## config.mk

```make
export PLATFORM = sky130hd
export DESIGN_NAME = ir_timer_pair
export DESIGN_NICKNAME = d
export VERILOG_FILES = /design/src/rtl/ir_timer_pkg.sv /design/src/rtl/ir_timer_pair.sv
export SDC_FILE = /design/constraint.sdc
export NUM_CORES = 1
export LEC_CHECK = 0
export BUFFER_PORTS_ARGS = -buffer_cell sky130_fd_sc_hd__buf_2
export CORE_MARGIN = 3
export CORE_UTILIZATION = 45
export DETAILED_ROUTE_END_ITERATION = 6
export GPL_TIMING_DRIVEN = 0
export MAX_ROUTING_LAYER = met4
export PLACE_DENSITY = 0.67
export SETUP_SLACK_MARGIN = 0.4
export SKIP_CTS_REPAIR_TIMING = 1
export SLEW_MARGIN = 20
export SYNTH_ARGS = -nofsm -noshare
export SYNTH_HDL_FRONTEND = slang
export SYNTH_SLANG_ARGS = --single-unit
```

## constraint.sdc

```tcl
create_clock -name clk -period 3.8 [get_ports clk]
set_input_delay 1.14 -clock clk [delete_from_list [all_inputs] [get_ports clk]]
set_output_delay 1.14 -clock clk [all_outputs]
set_load 0.03 [all_outputs]
```

## src/rtl/ir_timer_pkg.sv

```systemverilog
// constants for the pwm timer pair with infrared carrier gating
package ir_timer_pkg;
    // ----------------------------------------------------------------
    // bus and widths
    // ----------------------------------------------------------------
    localparam int          ADDR_W      = 8;
    localparam int          DATA_W      = 32;
    localparam int          MAIN_W      = 16;
    localparam int          COMP_W      = 8;
    localparam int          CHANNELS    = 5;
    // ----------------------------------------------------------------
    // register byte offsets
    // ----------------------------------------------------------------
    localparam logic [7:0]  OFS_CTRL    = 8'h00;
    localparam logic [7:0]  OFS_PRESC   = 8'h04;
    localparam logic [7:0]  OFS_PERIOD  = 8'h08;
    localparam logic [7:0]  OFS_COUNT   = 8'h0c;
    localparam logic [7:0]  OFS_CHMODE  = 8'h10;
    localparam logic [7:0]  OFS_CMP0    = 8'h14;
    localparam logic [7:0]  OFS_CMP4    = 8'h24;
    localparam logic [7:0]  OFS_C_CTRL  = 8'h28;
    localparam logic [7:0]  OFS_C_PER   = 8'h2c;
    localparam logic [7:0]  OFS_C_CMP   = 8'h30;
    localparam logic [7:0]  OFS_C_COUNT = 8'h34;
    localparam logic [7:0]  OFS_STATUS  = 8'h38;
    localparam logic [7:0]  OFS_MASK    = 8'h3c;
    // ----------------------------------------------------------------
    // field positions
    // ----------------------------------------------------------------
    localparam int          CTRL_RUN    = 0;
    localparam int          CTRL_MODE_L = 1;
    localparam int          CTRL_IR     = 3;
    localparam int          CCTRL_RUN   = 0;
    localparam int          ST_WRAP     = 5;
    localparam int          ST_C_WRAP   = 6;
    localparam int          ST_W        = 7;
    // ----------------------------------------------------------------
    // main counter sources
    // ----------------------------------------------------------------
    localparam logic [1:0]  MODE_FREE   = 2'h0;
    localparam logic [1:0]  MODE_EVENT  = 2'h1;
    localparam logic [1:0]  MODE_PWM    = 2'h2;
    // ----------------------------------------------------------------
    // reset values
    // ----------------------------------------------------------------
    localparam logic [15:0] RST_PERIOD  = 16'hffff;
    localparam logic [7:0]  RST_C_PER   = 8'hff;
    // ----------------------------------------------------------------
    // capture input timing
    // ----------------------------------------------------------------
    localparam int          CLK_PERIOD_NS    = 100;
    localparam int          MIN_PULSE_TENTHS = 15;
    localparam int          MIN_PULSE_CYC    = (MIN_PULSE_TENTHS + 9) / 10;
endpackage

```

## src/rtl/ir_timer_pair.sv

```systemverilog
// pwm timer pair: 16-bit five-channel timer, 8-bit companion, ir gating
//
// The register offsets and the APB register port were chosen for this implementation.
`timescale 1ns/1ns
`default_nettype none
module ir_timer_pair (
    // clock and reset
    input  wire logic        clk,
    input  wire logic        arst_n,
    // apb slave
    input  wire logic        psel,
    input  wire logic        penable,
    input  wire logic        pwrite,
    input  wire logic [7:0]  paddr,
    input  wire logic [31:0] pwdata,
    output logic             pready,
    output logic [31:0]      prdata,
    output logic             pslverr,
    // pins
    input  wire logic [4:0]  capture_in,
    input  wire logic        count_in,
    output logic [4:0]       pwm_out,
    output logic             companion_out,
    output logic             ir_out,
    // interrupt
    output logic             irq
);
    // ----------------------------------------------------------------
    // state
    // ----------------------------------------------------------------
    logic [3:0]  ctrl;
    logic [15:0] presc;
    logic [15:0] presc_cnt;
    logic [15:0] period;
    logic [15:0] count;
    logic [4:0]  ch_capture;
    logic [15:0] cmp [5];
    logic [15:0] c_ctrl;
    logic [7:0]  c_presc_cnt;
    logic [7:0]  c_period;
    logic [7:0]  c_cmp;
    logic [7:0]  c_count;
    logic [6:0]  status;
    logic [6:0]  mask;
    logic [5:0]  sync1;
    logic [5:0]  sync2;
    logic [5:0]  sync_prev;

    logic [3:0]  next_ctrl;
    logic [15:0] next_presc;
    logic [15:0] next_presc_cnt;
    logic [15:0] next_period;
    logic [15:0] next_count;
    logic [4:0]  next_ch_capture;
    logic [15:0] next_cmp [5];
    logic [15:0] next_c_ctrl;
    logic [7:0]  next_c_presc_cnt;
    logic [7:0]  next_c_period;
    logic [7:0]  next_c_cmp;
    logic [7:0]  next_c_count;
    logic [6:0]  next_status;
    logic [6:0]  next_mask;
    logic        next_pready;
    logic [31:0] next_prdata;
    logic        next_pslverr;
    logic [4:0]  next_pwm;
    logic        next_c_out;
    logic        next_ir;
    logic        next_irq;

    logic        wr;
    logic        rd;
    logic        tick;
    logic        c_tick;
    logic        c_wrap;
    logic        advance;
    logic        wrap;
    logic [5:0]  rise;
    logic [6:0]  events;
    logic [2:0]  ch_idx;

    // ----------------------------------------------------------------
    // helpers
    // ----------------------------------------------------------------
    function automatic logic below(input logic [15:0] cnt, input logic [15:0] thr);
        below = cnt < thr;
    endfunction

    function automatic logic in_cmp_range(input logic [7:0] a);
        in_cmp_range = (a >= ir_timer_pkg::OFS_CMP0) && (a <= ir_timer_pkg::OFS_CMP4);
    endfunction

    // ----------------------------------------------------------------
    // next-state logic
    // ----------------------------------------------------------------
    always_comb begin
        next_ctrl        = ctrl;
        next_presc       = presc;
        next_period      = period;
        next_ch_capture  = ch_capture;
        for (int i = 0; i < 5; i++) begin
            next_cmp[i] = cmp[i];
        end
        next_c_ctrl      = c_ctrl;
        next_c_period    = c_period;
        next_c_cmp       = c_cmp;
        next_mask        = mask;
        next_prdata      = prdata;
        next_pslverr     = 1'b0;
        ch_idx           = 3'((paddr - ir_timer_pkg::OFS_CMP0) >> 2);

        // bus handshake: one wait state
        next_pready      = psel & penable & ~pready;
        wr               = psel & penable & pready & pwrite;
        rd               = psel & penable & ~pready & ~pwrite;

        // synchronised pins, rising edges
        rise             = sync2 & ~sync_prev;

        // companion timer
        c_tick           = 1'b0;
        next_c_presc_cnt = c_presc_cnt;
        next_c_count     = c_count;
        if (c_ctrl[ir_timer_pkg::CCTRL_RUN]) begin
            if (c_presc_cnt >= c_ctrl[15:8]) begin
                next_c_presc_cnt = 8'h00;
                c_tick           = 1'b1;
            end else begin
                next_c_presc_cnt = c_presc_cnt + 8'h01;
            end
        end
        c_wrap = c_tick & (c_count >= c_period);
        if (c_tick) begin
            next_c_count = c_wrap ? 8'h00 : c_count + 8'h01;
        end
        next_c_out = below({8'h00, next_c_count}, {8'h00, c_cmp});

        // main timer prescaler and source
        tick           = 1'b0;
        next_presc_cnt = presc_cnt;
        if (ctrl[ir_timer_pkg::CTRL_RUN]) begin
            if (presc_cnt >= presc) begin
                next_presc_cnt = 16'h0000;
                tick           = 1'b1;
            end else begin
                next_presc_cnt = presc_cnt + 16'h0001;
            end
        end
        if (ctrl[ir_timer_pkg::CTRL_IR]) begin
            advance = ctrl[ir_timer_pkg::CTRL_RUN] & c_wrap;
        end else if (ctrl[2:1] == ir_timer_pkg::MODE_EVENT) begin
            advance = ctrl[ir_timer_pkg::CTRL_RUN] & rise[5];
        end else begin
            advance = tick;
        end
        wrap       = advance & (count >= period);
        next_count = count;
        if (advance) begin
            next_count = wrap ? 16'h0000 : count + 16'h0001;
        end

        // channel compare outputs and match events
        events = {c_wrap, wrap, 5'h00};
        for (int i = 0; i < 5; i++) begin
            next_pwm[i] = ~ch_capture[i] & below(next_count, cmp[i]);
            if (!ch_capture[i] && advance && next_count == cmp[i]) begin
                events[i] = 1'b1;
            end
        end
        next_ir = next_pwm[0] & next_c_out;

        // register reads
        if (rd) begin
            next_pslverr = 1'b0;
            case (paddr)
                ir_timer_pkg::OFS_CTRL:    next_prdata = {28'h0000000, ctrl};
                ir_timer_pkg::OFS_PRESC:   next_prdata = {16'h0000, presc};
                ir_timer_pkg::OFS_PERIOD:  next_prdata = {16'h0000, period};
                ir_timer_pkg::OFS_COUNT:   next_prdata = {16'h0000, count};
                ir_timer_pkg::OFS_CHMODE:  next_prdata = {27'h0000000, ch_capture};
                ir_timer_pkg::OFS_C_CTRL:  next_prdata = {16'h0000, c_ctrl};
                ir_timer_pkg::OFS_C_PER:   next_prdata = {24'h000000, c_period};
                ir_timer_pkg::OFS_C_CMP:   next_prdata = {24'h000000, c_cmp};
                ir_timer_pkg::OFS_C_COUNT: next_prdata = {24'h000000, c_count};
                ir_timer_pkg::OFS_STATUS:  next_prdata = {25'h0000000, status};
                ir_timer_pkg::OFS_MASK:    next_prdata = {25'h0000000, mask};
                default: begin
                    if (in_cmp_range(paddr) && paddr[1:0] == 2'h0) begin
                        next_prdata = {16'h0000, cmp[ch_idx]};
                    end else begin
                        next_prdata  = 32'h00000000;
                        next_pslverr = 1'b1;
                    end
                end
            endcase
        end else if (psel & penable & ~pready & pwrite) begin
            next_prdata  = 32'h00000000;
            next_pslverr = !((paddr <= ir_timer_pkg::OFS_MASK) && paddr[1:0] == 2'h0);
        end

        // register writes, taken on the completing edge
        if (wr) begin
            case (paddr)
                ir_timer_pkg::OFS_CTRL:   next_ctrl       = pwdata[3:0];
                ir_timer_pkg::OFS_PRESC:  next_presc      = pwdata[15:0];
                ir_timer_pkg::OFS_PERIOD: next_period     = pwdata[15:0];
                ir_timer_pkg::OFS_CHMODE: next_ch_capture = pwdata[4:0];
                ir_timer_pkg::OFS_C_CTRL: next_c_ctrl     = pwdata[15:0];
                ir_timer_pkg::OFS_C_PER:  next_c_period   = pwdata[7:0];
                ir_timer_pkg::OFS_C_CMP:  next_c_cmp      = pwdata[7:0];
                ir_timer_pkg::OFS_MASK:   next_mask       = pwdata[6:0];
                default: begin
                    if (in_cmp_range(paddr) && paddr[1:0] == 2'h0) begin
                        next_cmp[ch_idx] = pwdata[15:0];
                    end
                end
            endcase
        end

        // capture wins over a software write in the same cycle
        for (int i = 0; i < 5; i++) begin
            if (ch_capture[i] && rise[i]) begin
                next_cmp[i] = count;
                events[i]   = 1'b1;
            end
        end

        // sticky status, set wins over write-one-to-clear
        next_status = status;
        if (wr && paddr == ir_timer_pkg::OFS_STATUS) begin
            next_status = status & ~pwdata[6:0];
        end
        next_status = next_status | events;
        next_irq    = |(next_status & next_mask);
    end

    // ----------------------------------------------------------------
    // registers
    // ----------------------------------------------------------------
    always_ff @(posedge clk or negedge arst_n) begin
        if (!arst_n) begin
            ctrl          <= 4'h0;
            presc         <= 16'h0000;
            presc_cnt     <= 16'h0000;
            period        <= ir_timer_pkg::RST_PERIOD;
            count         <= 16'h0000;
            ch_capture    <= 5'h00;
            for (int i = 0; i < 5; i++) begin
                cmp[i] <= 16'h0000;
            end
            c_ctrl        <= 16'h0000;
            c_presc_cnt   <= 8'h00;
            c_period      <= ir_timer_pkg::RST_C_PER;
            c_cmp         <= 8'h00;
            c_count       <= 8'h00;
            status        <= 7'h00;
            mask          <= 7'h00;
            sync1         <= 6'h00;
            sync2         <= 6'h00;
            sync_prev     <= 6'h00;
            pready        <= 1'b0;
            prdata        <= 32'h00000000;
            pslverr       <= 1'b0;
            pwm_out       <= 5'h00;
            companion_out <= 1'b0;
            ir_out        <= 1'b0;
            irq           <= 1'b0;
        end else begin
            ctrl          <= next_ctrl;
            presc         <= next_presc;
            presc_cnt     <= next_presc_cnt;
            period        <= next_period;
            count         <= next_count;
            ch_capture    <= next_ch_capture;
            for (int i = 0; i < 5; i++) begin
                cmp[i] <= next_cmp[i];
            end
            c_ctrl        <= next_c_ctrl;
            c_presc_cnt   <= next_c_presc_cnt;
            c_period      <= next_c_period;
            c_cmp         <= next_c_cmp;
            c_count       <= next_c_count;
            status        <= next_status;
            mask          <= next_mask;
            sync1         <= {count_in, capture_in};
            sync2         <= sync1;
            sync_prev     <= sync2;
            pready        <= next_pready;
            prdata        <= next_prdata;
            pslverr       <= next_pslverr;
            pwm_out       <= next_pwm;
            companion_out <= next_c_out;
            ir_out        <= next_ir;
            irq           <= next_irq;
        end
    end
endmodule
`default_nettype wire

```

==> impl_results.md, run 1 <==
* Outcome: complete, but fails checks
* Violated checks: setup timing
* CP peak stage delay at 0.43 ns
* Max Transition Viols Final at 0
* Most frequent cell after synthesis: dfrtp_1
* Skew-Pair Late Insertion Delay at 0.58 ns
* Met2 Wirelength at 24,700 um
* CP required at 4.26 ns
* Synthesized area at 0.0163 mm2
* Vias in the first global route at 13,500
* Max clock buf depth at 3
* Synth warn at 0
* Filler cells at 3,053
* Top FF cell, synth: dfrtp_1
* Antenna violations before repair at 0
* WS Path Type: flop to flop
* Syn Inst Count at 1,681
* Area Growth Syn to Fin at 20.8%
* Largest net degree at the start of global routing at 100
* Unrepaired setup endpoints after global routing: yes
* WL met3 at 3530 um
* ANT nets after route at 0
* Worst-Margin Slew at 1.14 ns
* Top Ports at 93
* Final Setup Violations at 11
* Largest cells by area after synthesis: dfrtp_1, ha_1, mux2i_1, mux2_2, dfstp_2
* Fin nets at 2,033
* Die height at 196 um
* Rows at 68
* Multi-input gate area at 0.00942 mm2
* Post-synth top area share at 0.362
* Final min period at 4.28 ns
* IO buf count at 57
* Final WL at 52,400 um
* Pint at 4.67 mW
* GRT Resource Usage Total at 0.270
* Via/cell ratio at 5.97
* VDD IR max at 335 uV
* Wire per inst at 22.6 um
* FF+latch count, synth at 259
* Critical-path top delay cell: dfrtp_1
* Clock share of power at 0.466
* Final instance area at 0.0196 mm2
* Mean area per synthesized cell at 9.67 um2
* CTS tree: built
* Vias at 13,800
* Clk slew on worst S/H paths at 0.06 ns
* Crit path DAT at 4.74 ns
* Top post-synthesis cells by count: dfrtp_1, inv_1, ha_1
* First-pass GRT wire length at 78,900 um
* Lkg Pwr at 9.12 nW
* NetSw at 1.63 mW
* Chip width at 196 um
* Layout Cells excl Fill at 2,317
* Power Dens Cells at 321 mW/mm2
* Starting Density at 0.464
* Ant. Diodes at 0
* Drc violations at 0
* Startpoint type of the worst setup path: flop
* Post-synth EDFFs at 0
* Post-DP Area at 0.0176 mm2
* Switching Share at 0.259
* H-tree depth at 1
* Max-cap violations at 0
* Sequential cell fraction of total power at 0.452
* Relative slew slack at 0.233
* FFs w/ async S/R, synth at 1.00
* Peak Freq at 234 MHz
* Root Buffer: clkbuf_16
* Die area at 0.0385 mm2
* Setup ws final at -0.479 ns
* Top sig layer: met4
* Gpl congestion at 0.938
* Crit-path most repeated cell: o211ai_1
* Post-DP HPWL at 39,100 um
* Register area at 0.00652 mm2
* Ratio of cells with drive above 1 in the final layout at 0.233
* Final hold vios at 0
* Crit path capture type: flop
* CP Max Fanout at 10
* Gate power share at 0.082
* Final cycle utilization of the critical path at 1.13
* Post-synthesis sequential area ratio at 0.400
* Sink Count at 259
* Placeable core region at 0.0351 mm2
* Wl on met1 at 22,400 um
* Worst-path cell chain: ha_4 > and4_1 > nand2_1 > o32a_4 > and2b_4 > nand2_4 > a211oi_4 > buf_6 > buf_12 > mux2i_4 > ha_1 > nand3_1 > nor4_2 > nand4_1 > o211ai_1 > a21oi_1 > o211ai_1
* Global route overflow at 0
* Cell variety after synth at 73
* Synth area leader: dfrtp_1
* TritonCTS buffer count at 30
* Max Clock Skew at 0.0237 ns
* HP Class: input pin to asynchronous set/reset pin
* Placed insts at 2,211
* Pre-antenna DRT Iters at 6
* Drt first-iter violations at 1,233
==> cells by family after synthesis <==
| family | after synthesis | synth area share |
|---|---|---|
| compound gates | 431 | 0.172 |
| xor+xnor | 19 | 0.0102 |
| fa+ha+maj | 144 | 0.111 |
| buf+inv | 256 | 0.0722 |
| flops | 259 | 0.400 |
| mux | 181 | 0.118 |
| other cells | 1 | 0.000231 |
| simple gates | 390 | 0.117 |
==> per-layer routing <==
layer,vias up,global-route usage
li1,6309,-
met1,6906,0.361
met2,512,0.434
met3,117,0.0373
met4,0,0.0776
met5,-,-
==> worst max-delay path, delay by kind of cell (launching register included) <==
kind                       cells  cell delay (ns)
AOI/OAI and AO/OA              5             1.26
adders and majority gates      2             0.61
buffers and inverters          2             0.33
DFF                            1             0.43
muxes                          1             0.12
and+or+nand+nor                7             1.39
==> through the flow <==
step                      power (mW)  setup slack [ns]  hold slack, ns  TNS, ns  utilization
after floorplan                 3.15             0.223           0.331        0            -
after global placement          3.35             -3.18           0.332  -826.53        0.500
after detailed placement        3.37             -1.36           0.336   -53.77        0.503
after CTS                       6.30             -1.41           0.310   -12.91        0.531
after global routing            6.50            -0.583           0.321    -3.44        0.561
final                           6.30            -0.479           0.333    -2.43        0.561
==> state kept, by name (all words and copies together) (netlist names), 4 cells and up <==
register,count
presc_cnt,16
sync_prev,6
pwm_out,5
status,7
c_count,8
sync2,6
prdata,16
ctrl,4
c_ctrl,16
sync1,6
count,16
c_period,8
c_presc_cnt,8
c_cmp,8
period,16
mask,7
ch_capture,5
cmp,80
presc,16
==> layout by cell type (no fill, tap or decap), types with 59 or more instances in the layout <==
master	count
mux2i_1	99
inv_1	143
buf_2	62
ha_1	121
nor2_1	69
buf_4	59
a21oi_1	65
dfrtp_1	232
o21ai_0	98
nand2_1	137
mux2_2	79
==> final cells by class <==
cell class / instances / share of cell area
inverters: 149 / 0.0285
flip-flops and latches: 259 / 0.332
well taps: 455 / 0.0290
multi-input cells: 1181 / 0.479
clock buffers: 39 / 0.0425
repair buffers: 110 / 0.0446
clock inverters: 17 / 0.00777
plain buffers: 107 / 0.0367
==> final timing paths <==
path	from	endpoint	slack, ns	cells past startpoint
setup / recovery	c_presc_cnt[6]$_DFFE_PN0P_	irq$_DFF_PN0_	-0.48	17
hold / removal	arst_n	sync2[2]$_DFF_PN0_	0.33	1
setup reg to reg	c_presc_cnt[6]$_DFFE_PN0P_	irq$_DFF_PN0_	-0.48	17
hold reg to reg	sync1[3]$_DFF_PN0_	sync2[3]$_DFF_PN0_	0.35	0
max in group asynchronous	arst_n	presc_cnt[0]$_DFFE_PN0P_	2.22	3
min in group clk	sync1[3]$_DFF_PN0_	sync2[3]$_DFF_PN0_	0.35	0
==> power groups by stage <==
stage               Clock (mW)  Combinational, mW  Sequential (mW)
finish                    2.93              0.516             2.85
global route              3.09              0.562             2.85
CTS                       2.98              0.478             2.85
detailed placement           0              0.476             2.90
global placement             0              0.456             2.89
floorplan                    0              0.247             2.91
Note: power is estimated with default switching activity, not from simulation.
==> run 2, diff against run 1 <==
--- a/config.mk
+++ b/config.mk
@@ -6,7 +6,8 @@
 export NUM_CORES = 1
 export LEC_CHECK = 0
 export BUFFER_PORTS_ARGS = -buffer_cell sky130_fd_sc_hd__buf_2
-export CORE_MARGIN = 3
+export CAP_MARGIN = 20
+export CORE_MARGIN = 2
 export CORE_UTILIZATION = 45
 export DETAILED_ROUTE_END_ITERATION = 6
 export GPL_TIMING_DRIVEN = 0
==> run 2 against run 1 <==
The flow still finishes with violations (setup timing). Count of clock-buffer cells in the layout up 2. Critical path type unchanged. Sequential power about the same. Cell area up 2.1%. Fmax down 0.55%. Worst setup slack worse by 0.024 ns. Non-clock buffer count up 23. Die area down 2.0%. Via count up 1.3%. Final cell count up 1.3%. Clock power up 7.8%.
==> impl_results.md, run 2 (synthesis gave the netlist of run 1 again) <==
* Vias at 14,000 (+1.3%)
* Final hold vios at 0 (unchanged)
* Root Buffer: clkbuf_16
* Sink Count at 259 (unchanged)
* Register area at 0.00652 mm2 (about the same)
* Commonest non-fill, non-tap cell in the layout: dfrtp_1
* Critical-path top delay cell: dfrtp_1
* Chip width at 194 um (-1.0%)
* CP Max Fanout at 6 (-4)
* CTS tree: built
* Peak Freq at 232 MHz (-0.55%)
* Max reg flops at 80 (unchanged)
* WS Path Type: flop to flop
* Global route overflow at 0 (unchanged)
* CP peak stage delay at 0.43 ns (about the same)
* Largest reg by FF count: cmp
* Die height at 194 um (-1.0%)
* Ratio of cells with drive above 1 in the final layout at 0.254 (+0.0210)
* Wire per inst at 21.9 um (-3.1%)
* Area Growth Syn to Fin at 23.3%
* CP required at 4.26 ns (about the same)
* Placed insts at 2,217 (+0.27%)
* Ant. Diodes at 0 (unchanged)
* Worst-path cell chain: ha_1 > and4_1 > nand2_1 > o32a_1 > buf_6 > and2b_4 > and2_4 > buf_8 > o221ai_2 > a22o_4 > ha_1 > nand4_1 > nor3_4 > nand2_2 > o22a_1 > o211ai_1 > a21oi_1 > o211ai_1
* Startpoint type of the worst setup path: flop
* Outcome: complete, but fails checks
* Commonest cells after routing, fill and taps aside: dfrtp_1, inv_1, nand2_1, ha_1, mux2i_1
* Die area at 0.0377 mm2 (-2.0%)
* TritonCTS buffer count at 30 (unchanged)
* Crit path DAT at 4.77 ns (+0.03 ns)
* Crit path capture type: flop
* H-tree depth at 1 (unchanged)
* Delay-heaviest family, CP: simple AND/OR/NAND/NOR gates
* Max clock buf depth at 3 (unchanged)
* ANT nets after route at 0 (unchanged)
* Hold_ws at 0.346 ns (+0.0137 ns)
* Final WL at 51,400 um (-1.8%)
* Rows at 69 (+1.5%)
* Worst Hold Path Cells at 0
* Final Setup Violations at 11 (unchanged)
* Via/cell ratio at 5.98 (about the same)
* Lkg Pwr at 9.28 nW (+1.8%)
* Skew-Pair Late Insertion Delay at 0.59 ns (about the same)
* Drt first-iter violations at 1,284 (+4.1%)
* Placeable core region at 0.0356 mm2 (+1.5%)
* VDD IR max at 347 uV (+3.8%)
* Pre-antenna DRT Iters at 6 (unchanged)
* Worst reg-to-reg path cell count at 18 (+1)
* NetSw at 1.63 mW (-0.12%)
* Worst-Margin Slew at 1.12 ns (-0.0196 ns)
* Post-DP HPWL at 38,200 um (-2.3%)
* Final cycle utilization of the critical path at 1.13 (+0.00622)
* HP Class: flop to flop
* Layout Cells excl Fill at 2,346 (+1.3%)
* Relative slew slack at 0.246 (+0.0132)
* Top Ports at 93 (unchanged)
* GRT Resource Usage Total at 0.269 (-0.00143)
* IO buf count at 57 (unchanged)
* Clock share of power at 0.484 (+0.018)
* Largest net degree at the start of global routing at 98 (-2.0%)
* Pint at 4.89 mW (+4.9%)
* Switching Share at 0.250 (-0.00923)
* Gate power share at 0.080 (-0.002)
* Power Dens Cells at 325 mW/mm2 (+1.5%)
* Setup ws final at -0.503 ns (-0.0236 ns)
* Worst path buffer plus inverter count at 2 (unchanged)
* Multi-input gate area at 0.00954 mm2 (+1.3%)
* Max Transition Viols Final at 0 (unchanged)
* Critical path depth in cells at 18 (+1)
* Violated checks: setup timing
* Max-cap violations at 0 (unchanged)
* Sequential cell fraction of total power at 0.436 (-0.016)
* Gpl congestion at 0.985 (+5.0%)
* Post-layout util at 0.564 (+0.00341)
* First-pass GRT wire length at 77,400 um (-1.9%)
* Setup TNS at -2.60 ns (-0.166 ns)
* Unrepaired setup endpoints after global routing: yes
* Starting Density at 0.457 (-0.00672)
* Antenna violations before repair at 0 (unchanged)
* Vias in the first global route at 13,600 (+0.82%)
* Filler cells at 3,098 (+1.5%)
* Final min period at 4.30 ns (+0.0236 ns)
* Fin nets at 2,056 (+1.1%)
* Clk slew on worst S/H paths at 0.07 ns (about the same)
* Max Clock Skew at 0.0291 ns (+0.00544 ns)
* Drc violations at 0 (unchanged)
==> run 2: cell types whose count changed in the layout (fill, tap and decap cells not counted), moves of 4 or more <==
cell and change:
ha_1 -9, nand3_2 +4, buf_4 +21, clkbuf_1 -5, ha_4 +6, clkbuf_8 +5
nand3_1 -4
==> run 2: final timing paths <==
kind / end / from / slack (ns)
hold reg to reg: sync2[1]$_DFF_PN0_ / sync1[1]$_DFF_PN0_ / 0.35
setup reg to reg: irq$_DFF_PN0_ / c_presc_cnt[4]$_DFFE_PN0P_ / -0.50
hold / removal: sync2[1]$_DFF_PN0_ / sync1[1]$_DFF_PN0_ / 0.35
setup / recovery: irq$_DFF_PN0_ / c_presc_cnt[4]$_DFFE_PN0P_ / -0.50
max in group asynchronous: presc_cnt[0]$_DFFE_PN0P_ / arst_n / 2.22
min in group asynchronous: pwm_out[0]$_DFF_PN0_ / arst_n / 0.39
==> run 2: final cells by class <==
type,count,share of cell area
Tap cell,461,0.0288
Buffer,107,0.0356
Inverter,149,0.0282
Clock inverter,15,0.00942
Sequential cell,259,0.325
Clock buffer,41,0.0445
Timing Repair Buffer,133,0.0529
Multi-Input combinational cell,1181,0.476
==> run 2: power by group through the flow <==
stage	Sequential (mW)	Combinational, mW	Clock, mW
3_3_place_gp	2.89	0.453	0
4_1_cts	2.85	0.474	3.18
2_1_floorplan	2.91	0.247	0
6_report	2.85	0.521	3.16
3_5_place_dp	2.90	0.472	0
5_1_grt	2.85	0.566	3.30
==> run 2: stage by stage <==
step | setup slack [ns] | cell area [um2] | power [mW]
finish | -0.503 | 20100 | 6.52
global route | -0.614 | 20100 | 6.72
CTS | -1.32 | 18700 | 6.50
detailed placement | -1.27 | 17600 | 3.37
global placement | -3.21 | 17500 | 3.35
floorplan | 0.223 | 16700 | 3.15
==> run 2: routing by layer <==
metal / share of wire / GRT usage / up-vias
met3: 0.076 / 0.0497 / 160
met2: 0.47 / 0.424 / 575
met4: 0.038 / 0.0962 / 0
li1: - / - / 6367
met1: 0.42 / 0.347 / 6916
met5: 0 / - / -
==> run 2: worst register-to-register path, delay by kind of cell (launching register included) <==
family	cells	cell delay, ns
compound gates	7	1.40
fa+ha+maj	2	0.62
buf+inv	2	0.27
flops	1	0.43
simple gates	7	1.49
